`config.mk`:
```
export PLATFORM = sky130hd
export DESIGN_NAME = port_group
export DESIGN_NICKNAME = d
export VERILOG_FILES = /design/src/common/port_group_pkg.sv /design/src/rtl/port_group.sv /design/src/rtl/gpio_port_slice.sv
export SDC_FILE = /design/constraint.sdc
export NUM_CORES = 1
export LEC_CHECK = 0
export ABC_AREA = 1
export BUFFER_PORTS_ARGS = -buffer_cell sky130_fd_sc_hd__buf_2
export CAP_MARGIN = 20
export CORE_UTILIZATION = 40
export CTS_CLUSTER_DIAMETER = 80
export DETAILED_ROUTE_END_ITERATION = 7
export PLACE_DENSITY = 0.64
export SETUP_SLACK_MARGIN = 0.3
export SLEW_MARGIN = 20
export SYNTH_ARGS = -nofsm -noshare
export SYNTH_HDL_FRONTEND = slang
export SYNTH_SLANG_ARGS = --single-unit
export TNS_END_PERCENT = 10
```
`constraint.sdc`:
```
create_clock -name i_clk_sys -period 1.6 [get_ports i_clk_sys]
set_clock_uncertainty 0.05 [all_clocks]
set_input_delay 0.24 -clock i_clk_sys [delete_from_list [all_inputs] [get_ports i_clk_sys]]
set_output_delay 0.24 -clock i_clk_sys [all_outputs]
set_load 0.05 [all_outputs]
```
`src/common/port_group_pkg.sv`:
```
package port_group_pkg;

   // ----------------------------------------------------------------
   // port widths
   // ----------------------------------------------------------------
   localparam int P2_W  = 8;
   localparam int P3_W  = 4;
   localparam int P4_W  = 8;
   localparam int P5_W  = 8;
   localparam int P6_W  = 8;
   localparam int P7_W  = 8;
   localparam int P12_W = 1;
   localparam int P14_W = 6;

   // ----------------------------------------------------------------
   // port select codes on the cpu access port
   // ----------------------------------------------------------------
   localparam logic [3:0] SEL_P2  = 4'h2;
   localparam logic [3:0] SEL_P3  = 4'h3;
   localparam logic [3:0] SEL_P4  = 4'h4;
   localparam logic [3:0] SEL_P5  = 4'h5;
   localparam logic [3:0] SEL_P6  = 4'h6;
   localparam logic [3:0] SEL_P7  = 4'h7;
   localparam logic [3:0] SEL_P12 = 4'hC;
   localparam logic [3:0] SEL_P13 = 4'hD;
   localparam logic [3:0] SEL_P14 = 4'hE;

   // ----------------------------------------------------------------
   // values after reset
   // ----------------------------------------------------------------
   localparam logic [7:0] DIR_RST   = 8'hFF;
   localparam logic [7:0] LATCH_RST = 8'h00;
   localparam logic [7:0] PU_RST    = 8'h00;
   localparam logic       P13_RST   = 1'b0;

   // ----------------------------------------------------------------
   // port 6 layout
   // ----------------------------------------------------------------
   localparam int          P6_WAIT_BIT = 6;
   localparam logic [7:0]  P6_OD_MASK  = 8'h0F;
   localparam logic [7:0]  P6_PU_MASK  = 8'hF0;
   localparam logic [7:0]  P6_CTRL_MASK = 8'hB0;

endpackage : port_group_pkg

```
`src/rtl/port_group.sv`:
```
`timescale 1ns/1ps
`default_nettype none

// How it works
// - port 2: eight input-only pins, read returns synchronised pin levels, analog shared
// - port 3: four bidirectional pins, latch, per-bit direction register
// - port 3 pull-up connects only in input mode with its option bit set
// - reset puts all bidirectional pins of ports 3-7, 12, 14 in input mode
// - port 4: eight directed pins with latch and per-bit pull-ups
// - expansion mode turns port 4 into the multiplexed address/data bus
// - port 5: eight directed pins, pull-ups, upper address bus in expansion mode
// - port 6 lower four pins are open-drain, never driving high
// - port 6 upper pull-ups by register; lower ones only a fixed mask option
// - expansion mode uses the upper port 6 pins for bus control signals
// - port 6 wait pin stays ordinary io unless external wait is used
// - port 7: eight directed pins, latch, input pull-ups, key return inputs
// - port 12: one bidirectional pin, pull-up, external interrupt input
// - port 13: one output-only pin driven from a cpu latch
// - port 13 drives low during reset; software may raise it afterward
// - port 14: six directed pins with latch, pull-ups and shared functions
// - direction bit 0 means output buffer on, 1 means input
// - reset loads all direction registers with ones

module port_group #(
   parameter logic [3:0] P6_MASK_PU_LOW = 4'h0
) (
   input  wire logic        i_clk_sys,
   input  wire logic        i_rst,
   // cpu access
   input  wire logic [3:0]  i_sel,
   input  wire logic        i_wr_latch,
   input  wire logic        i_wr_dir,
   input  wire logic        i_wr_pu,
   input  wire logic [7:0]  i_wdata,
   input  wire logic        i_rd,
   output logic      [7:0]  o_rdata,
   output logic             o_rd_valid,
   // expansion bus
   input  wire logic        i_ext_mode,
   input  wire logic        i_ext_wait_en,
   input  wire logic [7:0]  i_exp_ad_out,
   input  wire logic        i_exp_ad_drive,
   input  wire logic [7:0]  i_exp_addr_hi,
   input  wire logic        i_exp_rd_strobe,
   input  wire logic        i_exp_wr_strobe,
   input  wire logic        i_exp_astb,
   output logic      [7:0]  o_exp_ad_in,
   output logic             o_exp_wait_in,
   // port 2
   input  wire logic [7:0]  i_p2_pin,
   output logic      [7:0]  o_p2_in,
   // port 3
   input  wire logic [3:0]  i_p3_pin,
   output logic      [3:0]  o_p3_out,
   output logic      [3:0]  o_p3_oe_n,
   output logic      [3:0]  o_p3_pullup,
   output logic      [3:0]  o_p3_in,
   // port 4
   input  wire logic [7:0]  i_p4_pin,
   output logic      [7:0]  o_p4_out,
   output logic      [7:0]  o_p4_oe_n,
   output logic      [7:0]  o_p4_pullup,
   // port 5
   input  wire logic [7:0]  i_p5_pin,
   output logic      [7:0]  o_p5_out,
   output logic      [7:0]  o_p5_oe_n,
   output logic      [7:0]  o_p5_pullup,
   // port 6
   input  wire logic [7:0]  i_p6_pin,
   output logic      [7:0]  o_p6_out,
   output logic      [7:0]  o_p6_oe_n,
   output logic      [7:0]  o_p6_pullup,
   // port 7
   input  wire logic [7:0]  i_p7_pin,
   output logic      [7:0]  o_p7_out,
   output logic      [7:0]  o_p7_oe_n,
   output logic      [7:0]  o_p7_pullup,
   output logic      [7:0]  o_key_return,
   // port 12
   input  wire logic        i_p12_pin,
   output logic             o_p12_out,
   output logic             o_p12_oe_n,
   output logic             o_p12_pullup,
   output logic             o_p12_in,
   // port 13
   output logic             o_reset_mirror_out_pin,
   // port 14
   input  wire logic [5:0]  i_p14_pin,
   input  wire logic [5:0]  i_p14_alt_sel,
   input  wire logic [5:0]  i_p14_alt_out,
   input  wire logic [5:0]  i_p14_alt_drive,
   output logic      [5:0]  o_p14_out,
   output logic      [5:0]  o_p14_oe_n,
   output logic      [5:0]  o_p14_pullup,
   output logic      [5:0]  o_p14_in
);

   // ----------------------------------------------------------------
   // top-level state
   // ----------------------------------------------------------------
   typedef struct packed {
      logic [7:0] p2_meta_q;
      logic [7:0] p2_sync_q;
      logic       p13_latch_q;
      logic [7:0] rdata_q;
      logic       rd_valid_q;
   } top_state_t;

   top_state_t st_q;
   top_state_t st_d;

   // ----------------------------------------------------------------
   // write strobes per port
   // ----------------------------------------------------------------
   logic hit_p3;
   logic hit_p4;
   logic hit_p5;
   logic hit_p6;
   logic hit_p7;
   logic hit_p12;
   logic hit_p13;
   logic hit_p14;

   always_comb begin
      hit_p3  = 1'b0;
      hit_p4  = 1'b0;
      hit_p5  = 1'b0;
      hit_p6  = 1'b0;
      hit_p7  = 1'b0;
      hit_p12 = 1'b0;
      hit_p13 = 1'b0;
      hit_p14 = 1'b0;
      if (i_sel == port_group_pkg::SEL_P3) begin
         hit_p3 = 1'b1;
      end else if (i_sel == port_group_pkg::SEL_P4) begin
         hit_p4 = 1'b1;
      end else if (i_sel == port_group_pkg::SEL_P5) begin
         hit_p5 = 1'b1;
      end else if (i_sel == port_group_pkg::SEL_P6) begin
         hit_p6 = 1'b1;
      end else if (i_sel == port_group_pkg::SEL_P7) begin
         hit_p7 = 1'b1;
      end else if (i_sel == port_group_pkg::SEL_P12) begin
         hit_p12 = 1'b1;
      end else if (i_sel == port_group_pkg::SEL_P13) begin
         hit_p13 = 1'b1;
      end else if (i_sel == port_group_pkg::SEL_P14) begin
         hit_p14 = 1'b1;
      end
   end

   // ----------------------------------------------------------------
   // expansion-mode overrides
   // ----------------------------------------------------------------
   logic [7:0] p6_alt_sel;
   logic [7:0] p6_alt_out;
   logic [7:0] p6_alt_drive;
   logic       wait_used;

   assign wait_used = i_ext_mode & i_ext_wait_en;

   always_comb begin
      p6_alt_sel   = {8{i_ext_mode}} & port_group_pkg::P6_CTRL_MASK;
      p6_alt_sel[port_group_pkg::P6_WAIT_BIT] = wait_used;
      p6_alt_out   = 8'h00;
      p6_alt_out[4] = i_exp_rd_strobe;
      p6_alt_out[5] = i_exp_wr_strobe;
      p6_alt_out[7] = i_exp_astb;
      p6_alt_drive = port_group_pkg::P6_CTRL_MASK;
   end

   // ----------------------------------------------------------------
   // port slices
   // ----------------------------------------------------------------
   logic [3:0] p3_read;
   logic [7:0] p4_read;
   logic [7:0] p5_read;
   logic [7:0] p6_read;
   logic [7:0] p7_read;
   logic [0:0] p12_read;
   logic [5:0] p14_read;
   logic [7:0] p4_sync;
   logic [7:0] p6_sync;
   logic [7:0] p6_pu_sw;
   logic [0:0] p12_out;
   logic [0:0] p12_oe_n;
   logic [0:0] p12_pu;
   logic [0:0] p12_sync;

   gpio_port_slice #(.W(port_group_pkg::P3_W)) u_p3 (
      .i_clk_sys   (i_clk_sys),
      .i_rst       (i_rst),
      .i_wr_latch  (i_wr_latch & hit_p3),
      .i_wr_dir    (i_wr_dir & hit_p3),
      .i_wr_pu     (i_wr_pu & hit_p3),
      .i_wdata     (i_wdata[3:0]),
      .i_pin       (i_p3_pin),
      .i_alt_sel   (4'h0),
      .i_alt_out   (4'h0),
      .i_alt_drive (4'h0),
      .o_pin_out   (o_p3_out),
      .o_pin_oe_n  (o_p3_oe_n),
      .o_pullup    (o_p3_pullup),
      .o_pin_sync  (o_p3_in),
      .o_read      (p3_read)
   );

   gpio_port_slice #(.W(port_group_pkg::P4_W)) u_p4 (
      .i_clk_sys   (i_clk_sys),
      .i_rst       (i_rst),
      .i_wr_latch  (i_wr_latch & hit_p4),
      .i_wr_dir    (i_wr_dir & hit_p4),
      .i_wr_pu     (i_wr_pu & hit_p4),
      .i_wdata     (i_wdata),
      .i_pin       (i_p4_pin),
      .i_alt_sel   ({8{i_ext_mode}}),
      .i_alt_out   (i_exp_ad_out),
      .i_alt_drive ({8{i_exp_ad_drive}}),
      .o_pin_out   (o_p4_out),
      .o_pin_oe_n  (o_p4_oe_n),
      .o_pullup    (o_p4_pullup),
      .o_pin_sync  (p4_sync),
      .o_read      (p4_read)
   );

   gpio_port_slice #(.W(port_group_pkg::P5_W)) u_p5 (
      .i_clk_sys   (i_clk_sys),
      .i_rst       (i_rst),
      .i_wr_latch  (i_wr_latch & hit_p5),
      .i_wr_dir    (i_wr_dir & hit_p5),
      .i_wr_pu     (i_wr_pu & hit_p5),
      .i_wdata     (i_wdata),
      .i_pin       (i_p5_pin),
      .i_alt_sel   ({8{i_ext_mode}}),
      .i_alt_out   (i_exp_addr_hi),
      .i_alt_drive (8'hFF),
      .o_pin_out   (o_p5_out),
      .o_pin_oe_n  (o_p5_oe_n),
      .o_pullup    (o_p5_pullup),
      .o_pin_sync  (),
      .o_read      (p5_read)
   );

   gpio_port_slice #(
      .W       (port_group_pkg::P6_W),
      .OD_MASK (port_group_pkg::P6_OD_MASK),
      .PU_MASK (port_group_pkg::P6_PU_MASK)
   ) u_p6 (
      .i_clk_sys   (i_clk_sys),
      .i_rst       (i_rst),
      .i_wr_latch  (i_wr_latch & hit_p6),
      .i_wr_dir    (i_wr_dir & hit_p6),
      .i_wr_pu     (i_wr_pu & hit_p6),
      .i_wdata     (i_wdata),
      .i_pin       (i_p6_pin),
      .i_alt_sel   (p6_alt_sel),
      .i_alt_out   (p6_alt_out),
      .i_alt_drive (p6_alt_drive),
      .o_pin_out   (o_p6_out),
      .o_pin_oe_n  (o_p6_oe_n),
      .o_pullup    (p6_pu_sw),
      .o_pin_sync  (p6_sync),
      .o_read      (p6_read)
   );

   gpio_port_slice #(.W(port_group_pkg::P7_W)) u_p7 (
      .i_clk_sys   (i_clk_sys),
      .i_rst       (i_rst),
      .i_wr_latch  (i_wr_latch & hit_p7),
      .i_wr_dir    (i_wr_dir & hit_p7),
      .i_wr_pu     (i_wr_pu & hit_p7),
      .i_wdata     (i_wdata),
      .i_pin       (i_p7_pin),
      .i_alt_sel   (8'h00),
      .i_alt_out   (8'h00),
      .i_alt_drive (8'h00),
      .o_pin_out   (o_p7_out),
      .o_pin_oe_n  (o_p7_oe_n),
      .o_pullup    (o_p7_pullup),
      .o_pin_sync  (o_key_return),
      .o_read      (p7_read)
   );

   gpio_port_slice #(.W(port_group_pkg::P12_W)) u_p12 (
      .i_clk_sys   (i_clk_sys),
      .i_rst       (i_rst),
      .i_wr_latch  (i_wr_latch & hit_p12),
      .i_wr_dir    (i_wr_dir & hit_p12),
      .i_wr_pu     (i_wr_pu & hit_p12),
      .i_wdata     (i_wdata[0:0]),
      .i_pin       (i_p12_pin),
      .i_alt_sel   (1'b0),
      .i_alt_out   (1'b0),
      .i_alt_drive (1'b0),
      .o_pin_out   (p12_out),
      .o_pin_oe_n  (p12_oe_n),
      .o_pullup    (p12_pu),
      .o_pin_sync  (p12_sync),
      .o_read      (p12_read)
   );

   gpio_port_slice #(.W(port_group_pkg::P14_W)) u_p14 (
      .i_clk_sys   (i_clk_sys),
      .i_rst       (i_rst),
      .i_wr_latch  (i_wr_latch & hit_p14),
      .i_wr_dir    (i_wr_dir & hit_p14),
      .i_wr_pu     (i_wr_pu & hit_p14),
      .i_wdata     (i_wdata[5:0]),
      .i_pin       (i_p14_pin),
      .i_alt_sel   (i_p14_alt_sel),
      .i_alt_out   (i_p14_alt_out),
      .i_alt_drive (i_p14_alt_drive),
      .o_pin_out   (o_p14_out),
      .o_pin_oe_n  (o_p14_oe_n),
      .o_pullup    (o_p14_pullup),
      .o_pin_sync  (o_p14_in),
      .o_read      (p14_read)
   );

   // ----------------------------------------------------------------
   // port 2 sync, port 13 latch and read-back register
   // ----------------------------------------------------------------
   always_comb begin
      st_d            = st_q;
      st_d.p2_meta_q  = i_p2_pin;
      st_d.p2_sync_q  = st_q.p2_meta_q;
      st_d.rd_valid_q = i_rd;
      if (i_wr_latch && hit_p13) begin
         st_d.p13_latch_q = i_wdata[0];
      end
      if (i_rd) begin
         if (i_sel == port_group_pkg::SEL_P2) begin
            st_d.rdata_q = st_q.p2_sync_q;
         end else if (i_sel == port_group_pkg::SEL_P3) begin
            st_d.rdata_q = {4'h0, p3_read};
         end else if (i_sel == port_group_pkg::SEL_P4) begin
            st_d.rdata_q = p4_read;
         end else if (i_sel == port_group_pkg::SEL_P5) begin
            st_d.rdata_q = p5_read;
         end else if (i_sel == port_group_pkg::SEL_P6) begin
            st_d.rdata_q = p6_read;
         end else if (i_sel == port_group_pkg::SEL_P7) begin
            st_d.rdata_q = p7_read;
         end else if (i_sel == port_group_pkg::SEL_P12) begin
            st_d.rdata_q = {7'h00, p12_read};
         end else if (i_sel == port_group_pkg::SEL_P13) begin
            st_d.rdata_q = {7'h00, st_q.p13_latch_q};
         end else if (i_sel == port_group_pkg::SEL_P14) begin
            st_d.rdata_q = {2'h0, p14_read};
         end else begin
            st_d.rdata_q = 8'h00;
         end
      end
   end

   always_ff @(posedge i_clk_sys) begin
      if (i_rst) begin
         st_q.p2_meta_q   <= 8'h00;
         st_q.p2_sync_q   <= 8'h00;
         st_q.p13_latch_q <= port_group_pkg::P13_RST;
         st_q.rdata_q     <= 8'h00;
         st_q.rd_valid_q  <= 1'b0;
      end else begin
         st_q <= st_d;
      end
   end

   // ----------------------------------------------------------------
   // outputs
   // ----------------------------------------------------------------
   // the pin is forced low while reset is asserted, not only after the edge
   assign o_reset_mirror_out_pin = st_q.p13_latch_q & ~i_rst;

   // lower port 6 pull-ups are fixed by the mask option parameter
   assign o_p6_pullup = {p6_pu_sw[7:4], P6_MASK_PU_LOW};

   assign o_p2_in       = st_q.p2_sync_q;
   assign o_p12_out     = p12_out[0];
   assign o_p12_oe_n    = p12_oe_n[0];
   assign o_p12_pullup  = p12_pu[0];
   assign o_p12_in      = p12_sync[0];
   assign o_exp_ad_in   = p4_sync;
   assign o_exp_wait_in = p6_sync[port_group_pkg::P6_WAIT_BIT] & wait_used;
   assign o_rdata       = st_q.rdata_q;
   assign o_rd_valid    = st_q.rd_valid_q;

endmodule : port_group

`default_nettype wire

```
`src/rtl/gpio_port_slice.sv`:
```
`timescale 1ns/1ps
`default_nettype none

module gpio_port_slice #(
   parameter int         W       = 8,
   parameter logic [7:0] OD_MASK = 8'h00,
   parameter logic [7:0] PU_MASK = 8'hFF
) (
   input  wire logic         i_clk_sys,
   input  wire logic         i_rst,
   input  wire logic         i_wr_latch,
   input  wire logic         i_wr_dir,
   input  wire logic         i_wr_pu,
   input  wire logic [W-1:0] i_wdata,
   input  wire logic [W-1:0] i_pin,
   input  wire logic [W-1:0] i_alt_sel,
   input  wire logic [W-1:0] i_alt_out,
   input  wire logic [W-1:0] i_alt_drive,
   output logic      [W-1:0] o_pin_out,
   output logic      [W-1:0] o_pin_oe_n,
   output logic      [W-1:0] o_pullup,
   output logic      [W-1:0] o_pin_sync,
   output logic      [W-1:0] o_read
);

   // ----------------------------------------------------------------
   // state
   // ----------------------------------------------------------------
   typedef struct packed {
      logic [W-1:0] latch_q;
      logic [W-1:0] dir_q;
      logic [W-1:0] pu_q;
      logic [W-1:0] meta_q;
      logic [W-1:0] sync_q;
   } slice_state_t;

   slice_state_t st_q;
   slice_state_t st_d;

   always_comb begin
      st_d        = st_q;
      st_d.meta_q = i_pin;
      st_d.sync_q = st_q.meta_q;
      if (i_wr_latch) begin
         st_d.latch_q = i_wdata;
      end
      if (i_wr_dir) begin
         st_d.dir_q = i_wdata;
      end
      if (i_wr_pu) begin
         st_d.pu_q = i_wdata & PU_MASK[W-1:0];
      end
   end

   always_ff @(posedge i_clk_sys) begin
      if (i_rst) begin
         st_q.latch_q <= port_group_pkg::LATCH_RST[W-1:0];
         st_q.dir_q   <= port_group_pkg::DIR_RST[W-1:0];
         st_q.pu_q    <= port_group_pkg::PU_RST[W-1:0];
         st_q.meta_q  <= '0;
         st_q.sync_q  <= '0;
      end else begin
         st_q <= st_d;
      end
   end

   // ----------------------------------------------------------------
   // pin drive, pull-up and read-back per bit
   // ----------------------------------------------------------------
   genvar b;
   generate
      for (b = 0; b < W; b++) begin : g_bit
         logic drv;
         logic val;
         assign val = i_alt_sel[b] ? i_alt_out[b] : st_q.latch_q[b];
         assign drv = i_alt_sel[b] ? i_alt_drive[b] : ~st_q.dir_q[b];
         // open-drain bits only ever pull low
         assign o_pin_out[b]  = OD_MASK[b] ? 1'b0 : val;
         assign o_pin_oe_n[b] = OD_MASK[b] ? ~(drv & ~val) : ~drv;
         assign o_pullup[b]   = st_q.pu_q[b] & ~drv;
         assign o_read[b]     = st_q.dir_q[b] ? st_q.sync_q[b] : st_q.latch_q[b];
      end
   endgenerate

   assign o_pin_sync = st_q.sync_q;

endmodule : gpio_port_slice

`default_nettype wire

```
== Yosys cells after proc, flatten, opt, wreduce, memory -nomap -nowiden ==
Cells that the tools add are included.
Cells by class
  add/sub/neg operators: 0
  multiply operators: 0
  div/mod/pow operators: 0
  $lt $le $gt $ge: 0
  equal/unequal tests: 9
  shift operators: 0
  muxes and demuxes: 140
  bitwise logic cells: 132
  reductions and logical operators: 1
Operator list (number)
  $mux W1: 131
  $and A1 B1 Y1: 67
  $not A1 Y1: 65
  $mux W8: 6
  $mux W6: 3
  $eq A4 B3 Y1 const B: 4
  $eq A4 B4 Y1 const B: 3
  $eq A4 B2 Y1 const B: 2
  $logic_and A1 B1 Y1: 1
Word-level totals
  register bits: 237
  bits in latches: 0
  RAM bits: 0
  ROM bits: 0
  input port bits: 109
  output and inout bits: 175
  logic and storage cells: 322
  memories kept: 0

== Logic depth before layout (Yosys ltp) ==
Gate-level depths: netlist of the first run.
  depth after elaboration: 10
  depth in mapped cells: 11
  gate-level depth less buffers: 11

== Hierarchy ==
Synthesis of the first run repeated with hierarchy kept, for this count alone.
Second synthesis, totals
  cells, all modules: 1683
  area total of the unflattened synthesis: 11249.5 µm²
Modules (own cells, without submodules)
  gpio_port_slice at u_p4 ...: times used 3, cells each 275, area an instance 1860.5 µm², sequential area each 800.8 µm²
  gpio_port_slice at u_p6: times used 1, cells each 234, area an instance 1626.6 µm², sequential area each 720.7 µm²
  port_group: times used 1, cells each 249, area an instance 1544.0 µm², sequential area each 520.5 µm²
  gpio_port_slice at u_p14: times used 1, cells each 204, area an instance 1350.0 µm², sequential area each 600.6 µm²
  gpio_port_slice at u_p3: times used 1, cells each 138, area an instance 937.1 µm², sequential area each 400.4 µm²
  gpio_port_slice at u_p12: times used 1, cells each 33, area an instance 210.2 µm², sequential area each 100.1 µm²

== Least setup slack after synthesis of the first run ==
OpenSTA, ideal clock, no wires.
  path type: input-to-output
  from: input port i_ext_mode
  to: output port o_p4_pullup[0]
  arrival: 1.836 ns
  data required time: 1.310 ns
  setup slack: -0.526 ns
  stages: 6
  buffers on the path: 3
  cell sequence: buf_2 > inv_2 > or2_2 > clkbuf_1 > buf_2 > a21oi_1
Between the ends
  word-level cells in the longest chain between the ends: 3
RTL lines
  from (decl): line port_group.sv:39  | input wire logic i_ext_mode,
  $mux W1: line gpio_port_slice.sv:76  | assign drv = i_alt_sel[b] ? i_alt_drive[b] : ~st_q.dir_q[b];
  $not A1 Y1: line gpio_port_slice.sv:80  | assign o_pullup[b] = st_q.pu_q[b] & ~drv;
  $and A1 B1 Y1: line gpio_port_slice.sv:80
  to (decl): line port_group.sv:62  | output logic [7:0] o_p4_pullup,
No other way between the ends.

== Worst setup path after layout of the first run ==
  from: register u_p14.st_q[22] in the netlist's numbering
  to: output port o_p14_pullup[4]
Between the ends
  word-level cells in the longest chain between the ends: 4
RTL lines
  from (decl): line gpio_port_slice.sv:37  | slice_state_t st_q;
  from (signal assigned): line gpio_port_slice.sv:63  | st_q <= st_d;
  $not A1 Y1: line gpio_port_slice.sv:76
  $mux W1: line gpio_port_slice.sv:76
  $not A1 Y1: line gpio_port_slice.sv:80
  $and A1 B1 Y1: line gpio_port_slice.sv:80
  to (decl): line port_group.sv:94  | output logic [5:0] o_p14_pullup,
No other way between the ends.

==> flow_metrics.py, run 1 <==
metrics = {
    "worst_setup_path": {
        "crit_path_start_kind": "flop",
        "critPathMaxStageDelay_ns": 0.37,
        "worstPathCellList": "nor2_4 > a21oi_4 > and2_4 > buf_8",
        "crit_path_top_delay_cell": "dfxtp_4",
        "cp.arrival_ns": 1.34,
        "critPathKind": "flop to output port",
        "path_max_fanout": 2,
        "required_ns": 1.31,
        "endpoint_kind": "output port",
    },
    "sta": {
        "worstMarginPinSlew_ns": 0.5767,
        "fin_crit_ns": 1.625,
        "rsz0062_at_grt": "yes",
        "setup_tns_ns": -0.08193,
        "final-setup-viol-count": 7,
        "drv_slew": 0,
        "maxSlewHeadroom_pct": 61.55,
        "fmax_ghz": 0.6152,
        "layout_setup_ws_ns": -0.02546,
        "fin_crit_sh_pct": 101.6,
        "final_hold_viol_count": 0,
    },
    "global_route": {
        "grt-ovfl-total": 0,
        "antenna_found_initial": 4,
        "grt_pass1_wl_um": 48620,
        "grt_pass1_vias": 8835,
        "grt_max_degree": 92,
        "grtUsageTotal_pct": 24.09,
    },
    "final_layout": {
        "layout.nets": 1741,
        "layout_common_cells": "nand2_1, inv_1, nor2_1",
        "final_core_util_pct": 62.34,
        "n_fill_cell": 2033,
        "drive_gt1_share_pct": 44.06,
        "area_delta_synth_final_pct": 51.70,
        "final_common_cell": "nand2_1",
    },
    "detailed_routing": {
        "wl_met3_um": 2431,
        "wl_met2_um": 14660,
        "num_vias": 9299,
        "firstDrtPassIters": 5,
        "wl_per_cell_um": 16.05,
        "wl_um": 31740,
        "top_layer": "met5",
        "ant_nets": 0,
        "drtIter0Drc": 635,
        "drc": 0,
        "avgViaCountPerCell": 4.704,
        "met1_length_um": 13960,
    },
    "run_status": {
        "status": "finished, violations left",
        "violations": "negative setup slack",
    },
    "floorplanning": {
        "dieArea_um2": 25770,
        "die_w_um": 160.5,
        "die_h_um": 160.5,
        "core_region_area_um2": 24460,
        "ios": 284,
        "start_util_pct": 41.09,
        "rows": 57,
    },
    "power": {
        "powerDensity_nw_per_um2": 956.1,
        "irDropWorstVdd_mv": 0.7404,
        "power.total_uw": 14580,
        "power.leakage_uw": 0.006738,
    },
    "hold_path": {
        "hold_class": "input port to flop",
    },
    "clock_network": {
        "cts-root-buf": "clkbuf_16",
        "insertion_delay_ns": 0.51,
        "cts.sinks": 237,
        "clkTransAtPathRegs_ns": 0.06,
        "numCtsBuffers": 25,
        "cts.htree.levels": 1,
        "cts_buffer_depth": 3,
        "cts_tree": "built",
    },
    "logic_synthesis": {
        "syn_inst": 1374,
        "synth_top_area_cell": "dfxtp_1",
        "ys.warnings.count": 0,
        "synth-seq-area-share_pct": 47.20,
        "syn_area_per_cell_um2": 7.316,
        "yosys.area.top_type_share_pct": 47.20,
        "syn_area_um2": 10050,
        "synth_cell_types": 31,
        "ys_ff_latch": 237,
        "synthTopCellsByArea": "dfxtp_1, nand2_1, inv_1",
    },
    "placement": {
        "place.gp.congestion": 0.8918,
        "port_buffers": 275,
        "dp_hpwl_um": 21780,
    },
    "flow_run": {
        "maxCapViolations": 0,
    },
}
## final timing paths
path / slack, ns / end / from / depth (start not counted)
min reg2reg: 0.34 / u_p7.o_pin_sync[2] / u_p7.st_d[2] / 2
max: -0.03 / o_p14_pullup[4] / u_p14.st_q[22] / 4
max reg2reg: 0.17 / o_rdata[3] / u_p14.st_q[27] / 8
min: 0.06 / st_q[9] / i_sel[1] / 4
## logic make-up (layout without fill, tap and decap cells)
kind of cell / Yosys count / after routing / synth area share (%)
other: 1 / 11 / 0.03731
flip-flops: 237 / 237 / 47.20
buffers and inverters: 379 / 648 / 18.33
AND/OR/NAND/NOR: 473 / 473 / 19.93
AO/OA/AOI/OAI: 284 / 284 / 14.50
## flip-flops by register name, summed over array words and instances (netlist names), 12 cells and up
name	flops
u_p4.st_q	24
u_p5.st_q	24
u_p7.st_q	24
u_p6.st_q	20
u_p14.st_q	18
u_p3.st_q	12
## per-stage QoR
| step | cells | worst slack, ns | hold WS (ns) | cell area (µm²) |
|---|---|---|---|---|
| 6_report | 1977 | -0.02546 | 0.06014 | 15250 |
| 3_5_place_dp | 1856 | -0.02533 | 0.3416 | 11510 |
| 3_3_place_gp | 1856 | -0.01912 | 0.3393 | 11510 |
| 4_1_cts | 1966 | -0.06757 | 0.03999 | 14840 |
| 5_1_grt | 1974 | -0.09482 | 0.08082 | 15240 |
| 2_1_floorplan | 1381 | 0.05142 | 0.2970 | 10480 |
## layer usage
metal / track usage, % / up-vias
li1: - / 4706
met2: 39.18 / 355
met5: 0 / -
met1: 32.42 / 4191
met4: 6.147 / 2
met3: 5.010 / 45
## worst max-delay path: cells and delay by family, from the launching register on
kind	cells	cell delay, ns
buf+inv	1	0.14
flops	1	0.37
compound gates	1	0.12
simple gates	2	0.20
## Yosys cell counts
master / instances
dfxtp_1: 237
nand2_1: 232
inv_1: 211
o21ai_0: 140
nor2_1: 134
a21oi_1: 126
buf_4: 100
nand3_1: 68
clkbuf_1: 41
nor3_1: 11
buf_2: 10
o211ai_1: 8
and2_1: 6
inv_2: 6
nand2_2: 6
buf_1: 5
or2_2: 5
buf_6: 4
nor2_4: 4
o21ai_1: 4
nor2_2: 3
a31oi_1: 2
nor3_4: 2
o2111ai_1: 2
a21oi_2: 1
a22oi_1: 1
clkinv_1: 1
conb_1: 1
inv_4: 1
nand2_4: 1
nor2_8: 1
## where the power goes
part | switching (µW) | internal (µW)
clock | 2340 | 3810
combinational | 1410 | 829
sequential | 133 | 6060
total | 3880 | 10700
## final cells by class
class	instances	area (µm²)	area share [%]
inverters	219	884.6	5.801
repair buffers	384	3821	25.06
flip-flops and latches	237	5011	32.86
clock buffers	31	678.2	4.447
clock inverters	14	200.2	1.313
diodes	3	7.507	0.04923
well taps	324	405.4	2.658
multi-input cells	765	4242	27.81
## repair_timing
| item | CTS | global route |
|---|---|---|
| hold endpoints to repair | 53 | 0 |
| setup endpoints to repair | 175 | 175 |
| resized for setup | 702 | 137 |
| pin swaps | 63 | 63 |
| hold buffers | 54 | 0 |
| buffers inserted | 11 | 8 |
No activity file was read; power rests on OpenSTA's default activity.
==> inputs of run 2 (changes only) <==
--- a/config.mk
+++ b/config.mk
@@ -5,13 +5,13 @@
 export SDC_FILE = /design/constraint.sdc
 export NUM_CORES = 1
 export LEC_CHECK = 0
-export ABC_AREA = 1
+export ABC_AREA = 0
 export BUFFER_PORTS_ARGS = -buffer_cell sky130_fd_sc_hd__buf_2
 export CAP_MARGIN = 20
-export CORE_UTILIZATION = 40
+export CORE_UTILIZATION = 53
 export CTS_CLUSTER_DIAMETER = 80
 export DETAILED_ROUTE_END_ITERATION = 7
-export PLACE_DENSITY = 0.64
+export PLACE_DENSITY = 0.81
 export SETUP_SLACK_MARGIN = 0.3
 export SLEW_MARGIN = 20
 export SYNTH_ARGS = -nofsm -noshare
==> constraint.sdc (replaced) <==
create_clock -name i_clk_sys -period 1.6 [get_ports i_clk_sys]
set_clock_uncertainty 0.05 [all_clocks]
set_input_delay 0.08 -clock i_clk_sys [delete_from_list [all_inputs] [get_ports i_clk_sys]]
set_output_delay 0.08 -clock i_clk_sys [all_outputs]
set_load 0.05 [all_outputs]
==> flow_metrics.py, run 2 <==
metrics = {
    "placement": {
        "place_area_um2": 11500,
        "place.gp.congestion": 0.9008,
        "dpl_worst_slack_ns": -0.08922,
        "dp_hpwl_um": 20560,
        "port_buffers": 275,
    },
    "logic_synthesis": {
        "synth_top_area_cell": "dfxtp_1",
        "synth-seq-area-share_pct": 46.10,
        "synthTopCellsByArea": "dfxtp_1, buf_4, nor2b_1",
        "synthFlopType": "dfxtp_1",
        "syn_area_um2": 10290,
        "ys_ff_latch": 237,
        "synthArstFlopShare_pct": 0,
        "synth_edf_count": 0,
        "syn_area_per_cell_um2": 8.804,
        "synthTopCellsByCount": "dfxtp_1, nand2_1, nor2b_1, buf_4, a21oi_1",
        "yosys.area.top_type_share_pct": 46.10,
        "ys.warnings.count": 0,
        "synth_cell_types": 52,
        "yosysMostFrequentCell": "dfxtp_1",
        "syn_inst": 1169,
    },
    "detailed_routing": {
        "wl_um": 31730,
        "avgViaCountPerCell": 5.378,
        "ant_nets": 0,
        "firstDrtPassIters": 5,
        "drtIter0Drc": 718,
        "drc": 0,
        "wl_per_cell_um": 18.48,
        "num_vias": 9234,
    },
    "final_layout": {
        "final_common_cell": "buf_2",
        "num_antenna_cells": 0,
        "area_delta_synth_final_pct": 32.86,
        "final_area_um2": 13670,
        "final_core_util_pct": 72.38,
        "layout.nets": 1549,
        "top_regs": "u_p4.st_q: 24 flops, u_p5.st_q: 24 flops, u_p7.st_q: 24 flops",
        "drive_gt1_share_pct": 34.25,
        "layout_common_cells": "buf_2, dfxtp_1, nand2_1",
    },
    "power": {
        "p_int_uw": 9901,
        "powerDensity_nw_per_um2": 996.6,
        "p_seq_share_pct": 45.3,
        "p_comb_share_pct": 14.5,
        "power.leakage_uw": 0.006103,
        "switchingPower_uw": 3727,
        "irDropWorstVdd_mv": 0.8186,
        "sw_frac_of_total_pct": 27.35,
        "clkPwrFrac_pct": 40.2,
    },
    "global_route": {
        "grt_pass1_vias": 8629,
        "grt_pass1_wl_um": 47290,
        "antenna_found_initial": 0,
        "grt-ovfl-total": 0,
        "grtUsageTotal_pct": 30.81,
        "grt_max_degree": 74,
    },
    "worst_setup_path": {
        "crit_path_top_delay_cell": "dfxtp_2",
        "critPathKind": "flop to output port",
        "cp.arrival_ns": 1.45,
        "reg2reg_depth": 6,
        "required_ns": 1.47,
        "endpoint_kind": "output port",
        "critPathMaxStageDelay_ns": 0.34,
        "crit_path_start_kind": "flop",
        "path_max_fanout": 2,
        "worstPathCellList": "buf_6 > nor2_4 > a21oi_2 > and2_4 > buf_8",
    },
    "hold_path": {
        "hold_class": "input port to flop",
        "hold-path-cell-count": 3,
    },
    "floorplanning": {
        "core_region_area_um2": 18890,
        "dieArea_um2": 19980,
        "start_util_pct": 54.48,
        "rows": 50,
        "die_h_um": 141.4,
        "ios": 284,
        "die_w_um": 141.4,
    },
    "sta": {
        "layout_setup_ws_ns": 0.01632,
        "fin_crit_ns": 1.584,
        "worstMarginPinSlew_ns": 0.5717,
        "final-setup-viol-count": 0,
        "drv_slew": 0,
        "maxSlewHeadroom_pct": 61.88,
        "final_hold_viol_count": 0,
        "fin_crit_sh_pct": 98.98,
        "fmax_ghz": 0.6314,
        "rsz0062_at_grt": "yes",
    },
    "clock_network": {
        "clkTransAtPathRegs_ns": 0.06,
        "numCtsBuffers": 24,
        "cts_tree": "built",
        "cts.htree.levels": 1,
        "cts.sinks": 237,
        "insertion_delay_ns": 0.52,
        "cts-root-buf": "clkbuf_16",
        "cts_buffer_depth": 3,
    },
    "run_status": {
        "status": "finished, final reports clean",
    },
    "flow_run": {
        "maxCapViolations": 0,
    },
}
==> run 2: cell types whose count changed after synthesis, moves of 35 or more <==
cell	before	now
mux2i_1	0	41
inv_1	211	6
and2_1	6	41
nor2_1	134	16
o21ai_0	140	6
nor2b_1	0	117
nand2_1	232	169
==> run 2: what timing repair did <==
action,CTS,global route
endpoints found under the setup margin,127,165
pin swaps,21,12
buffers inserted,10,8
gates resized for setup,100,63
hold endpoints to repair,146,0
hold buffers,80,0
==> run 2: kinds of logic after synthesis <==
family	share of synthesized area, %
flip-flops	46.10
AO/OA/AOI/OAI	9.495
other	0.03643
multiplexers	7.051
AND/OR/NAND/NOR	26.48
buffers and inverters	10.84
==> run 2: final cells by class <==
cell class,count,area (µm²)
inverters,6,22.52
repair buffers,422,3049
well taps,260,325.3
fillers,1372,5219
clock inverters,13,102.6
flip-flops and latches,237,4793
multi-input cells,749,4717
clock buffers,30,664.4
==> run 2: routing by layer <==
metal	part of all wire, %	global-route usage (%)	vias to the layer above
met5	0	0	-
met2	49	52.55	432
met1	40	38.28	4366
met3	7.3	5.096	82
li1	-	-	4354
met4	3.9	13.73	0
==> run 2: worst paths after layout <==
kind / startpoint / slack, ns / end
setup reg to reg: u_p14.st_q[22] / 0.10 / o_rdata[4]
hold / removal: i_rst / 0.04 / u_p5.st_q[21]
setup / recovery: u_p14.st_q[22] / 0.02 / o_p14_pullup[4]
hold reg to reg: u_p6.st_d[2] / 0.38 / u_p6.o_pin_sync[2]
==> run 2: power by group through the flow <==
stage	Combinational, µW	Sequential [µW]	Clock (µW)
finish	1970	6180	5470
global route	2070	6190	5800
CTS	1900	6180	5530
detailed placement	1710	6310	0
global placement	1690	6310	0
floorplan	1300	6280	0
==> run 2: critical path: cells and delay by family, from the launching register on <==
kind | cells | cell delay (ns)
AO/OA/AOI/OAI | 1 | 0.15
flip-flops | 1 | 0.34
AND/OR/NAND/NOR | 2 | 0.20
buffers and inverters | 2 | 0.25
==> run 2: metrics by stage <==
step	hold WS, ns	std cells	setup TNS, ns	power [µW]
global placement	0.2377	1576	-0.04937	7995
detailed placement	0.2435	1576	-0.1168	8020
CTS	0.01151	1709	0	13600
floorplan	0.1582	1176	0	7579
global route	0.04267	1717	-0.02470	14060
finish	0.04031	1717	0	13630
==> inputs of run 3 (changes only) <==
--- a/config.mk
+++ b/config.mk
@@ -11,6 +11,8 @@
 export CORE_UTILIZATION = 53
 export CTS_CLUSTER_DIAMETER = 80
 export DETAILED_ROUTE_END_ITERATION = 7
+export HOLD_SLACK_MARGIN = 0.1
+export MAX_ROUTING_LAYER = met4
 export PLACE_DENSITY = 0.81
 export SETUP_SLACK_MARGIN = 0.3
 export SLEW_MARGIN = 20
==> flow_metrics.py, run 3 (same netlist as run 2, synthesis figures left out) <==
metrics = {
    "sta": {
        "rsz0062_at_grt": "yes",
        "drv_slew": 0,
        "worstMarginPinSlew_ns": 0.9794,
        "fin_crit_sh_pct": 96.73,
        "maxSlewHeadroom_pct": 34.70,
        "setup_tns_ns": 0,
        "final-setup-viol-count": 0,
        "fin_crit_ns": 1.548,
        "final_hold_viol_count": 0,
        "fmax_ghz": 0.6461,
    },
    "detailed_routing": {
        "wl_per_cell_um": 19.45,
        "firstDrtPassIters": 5,
        "num_vias": 9730,
        "avgViaCountPerCell": 5.472,
        "ant_nets": 0,
        "drtIter0Drc": 677,
        "wl_um": 34580,
        "drc": 0,
    },
    "clock_network": {
        "cts_buffer_depth": 3,
        "cts.htree.levels": 1,
        "insertion_delay_ns": 0.53,
        "cts_tree": "built",
        "numCtsBuffers": 24,
        "cts-root-buf": "clkbuf_16",
        "cts.sinks": 237,
        "clkTransAtPathRegs_ns": 0.07,
    },
    "placement": {
        "place.gp.congestion": 0.8848,
        "dp_hpwl_um": 20550,
        "dp_cells": 1575,
        "port_buffers": 275,
        "place_area_um2": 11480,
    },
    "power": {
        "power.leakage_uw": 0.006471,
        "irDropWorstVdd_mv": 0.7620,
        "powerDensity_nw_per_um2": 1024,
    },
    "floorplanning": {
        "core_region_area_um2": 18890,
        "die_w_um": 141.4,
        "rows": 50,
        "ios": 284,
        "die_h_um": 141.4,
        "start_util_pct": 54.48,
        "dieArea_um2": 19980,
    },
    "hold_path": {
        "hold_class": "input port to flop",
    },
    "worst_setup_path": {
        "endpoint_kind": "output port",
        "path_max_fanout": 3,
        "required_ns": 1.47,
        "cp.arrival_ns": 1.42,
        "critPathKind": "flop to output port",
        "crit_path_start_kind": "flop",
    },
    "final_layout": {
        "final_area_um2": 14330,
        "final_common_cell": "buf_2",
        "num_antenna_cells": 0,
        "area_delta_synth_final_pct": 39.18,
        "finalNonFillerCells": 1778,
        "layout.nets": 1609,
        "n_fill_cell": 1301,
        "drive_gt1_share_pct": 31.55,
        "top_regs": "u_p4.st_q: 24 flops, u_p5.st_q: 24 flops, u_p7.st_q: 24 flops",
        "layout_common_cells": "buf_2, dfxtp_1, nand2_1",
    },
    "global_route": {
        "grtUsageTotal_pct": 33.51,
        "grt-ovfl-total": 0,
        "antenna_found_initial": 0,
        "grt_pass1_wl_um": 49700,
        "grt_max_degree": 71,
        "grt_pass1_vias": 9199,
    },
    "flow_run": {
        "maxCapViolations": 0,
    },
    "run_status": {
        "status": "finished, final reports clean",
    },
}
==> run 3: cell types whose count changed in the layout (fill, tap and decap cells not counted), sizes merged, moves of 3 or more <==
| cell | previous run | this run |
|---|---|---|
| dlymetal6s4s | 0 | 4 |
| buf | 342 | 334 |
| clkinvlp | 5 | 2 |
| dlygate4sd3 | 80 | 144 |
| bufinv | 1 | 6 |
==> run 3: layer usage <==
metal  wire length (µm)  up-vias  global-route usage (%)
met1              13580     4563                   39.98
met3               2772      113                   5.501
li1                   -     4488                       -
met5                  0        -                       -
met4               1670        0                   15.50
met2              16550      566                   55.47
==> run 3: through the flow <==
| step | hold slack (ns) | setup WS, ns | power, µW | utilization (%) |
|---|---|---|---|---|
| 3_5_place_dp | 0.2425 | -0.02069 | 8015 | 60.77 |
| 5_1_grt | 0.1144 | 0.02647 | 15030 | 75.82 |
| 2_1_floorplan | 0.1582 | 0.08491 | 7579 | - |
| 4_1_cts | -0.1887 | 0.07167 | 14560 | 74.78 |
| 6_report | 0.09519 | 0.05234 | 14670 | 75.82 |
| 3_3_place_gp | 0.2361 | -0.001252 | 7996 | 60.77 |
==> run 3: power breakdown <==
part	internal, µW	total, µW	switching, µW
Sequential	6080	6180	105
Clock	3930	6380	2440
Combinational	791	2110	1320
==> run 3: what timing repair did <==
| item | 4_1_cts | 5_1_grt |
|---|---|---|
| setup endpoints to repair | 127 | 181 |
| hold buffers | 138 | 10 |
| hold endpoints to repair | 218 | 24 |
| pin swaps | 19 | 2 |
| resized for setup | 103 | 21 |
| setup buffers | 9 | 2 |
==> run 3: layout make-up <==
cell class | instances | area (µm²) | share of cell area [%]
clock buffer | 28 | 656.9 | 4.586
clock inverter | 16 | 250.2 | 1.747
inverter | 6 | 22.52 | 0.1572
multi-input combinational | 749 | 4688 | 32.73
sequential | 237 | 4780 | 33.37
tap | 260 | 325.3 | 2.271
timing repair buffer | 482 | 3602 | 25.15
==> run 3: final timing paths <==
kind / startpoint / end / slack, ns / depth (start not counted)
min reg2reg: u_p14.st_d[3] / u_p14.o_pin_sync[3] / 0.38 / 1
max: u_p4.st_q[30] / o_p4_pullup[6] / 0.05 / 3
max reg2reg: u_p14.st_q[22] / o_rdata[4] / 0.09 / 6
min: i_rst / o_rdata[1] / 0.1 / 5
==> run 3: worst max-delay path, stage by stage (launching register included) <==
cell	delay [ns]
dfxtp_1	0.41
o21a_1	0.17
and2_1	0.15
buf_6	0.17
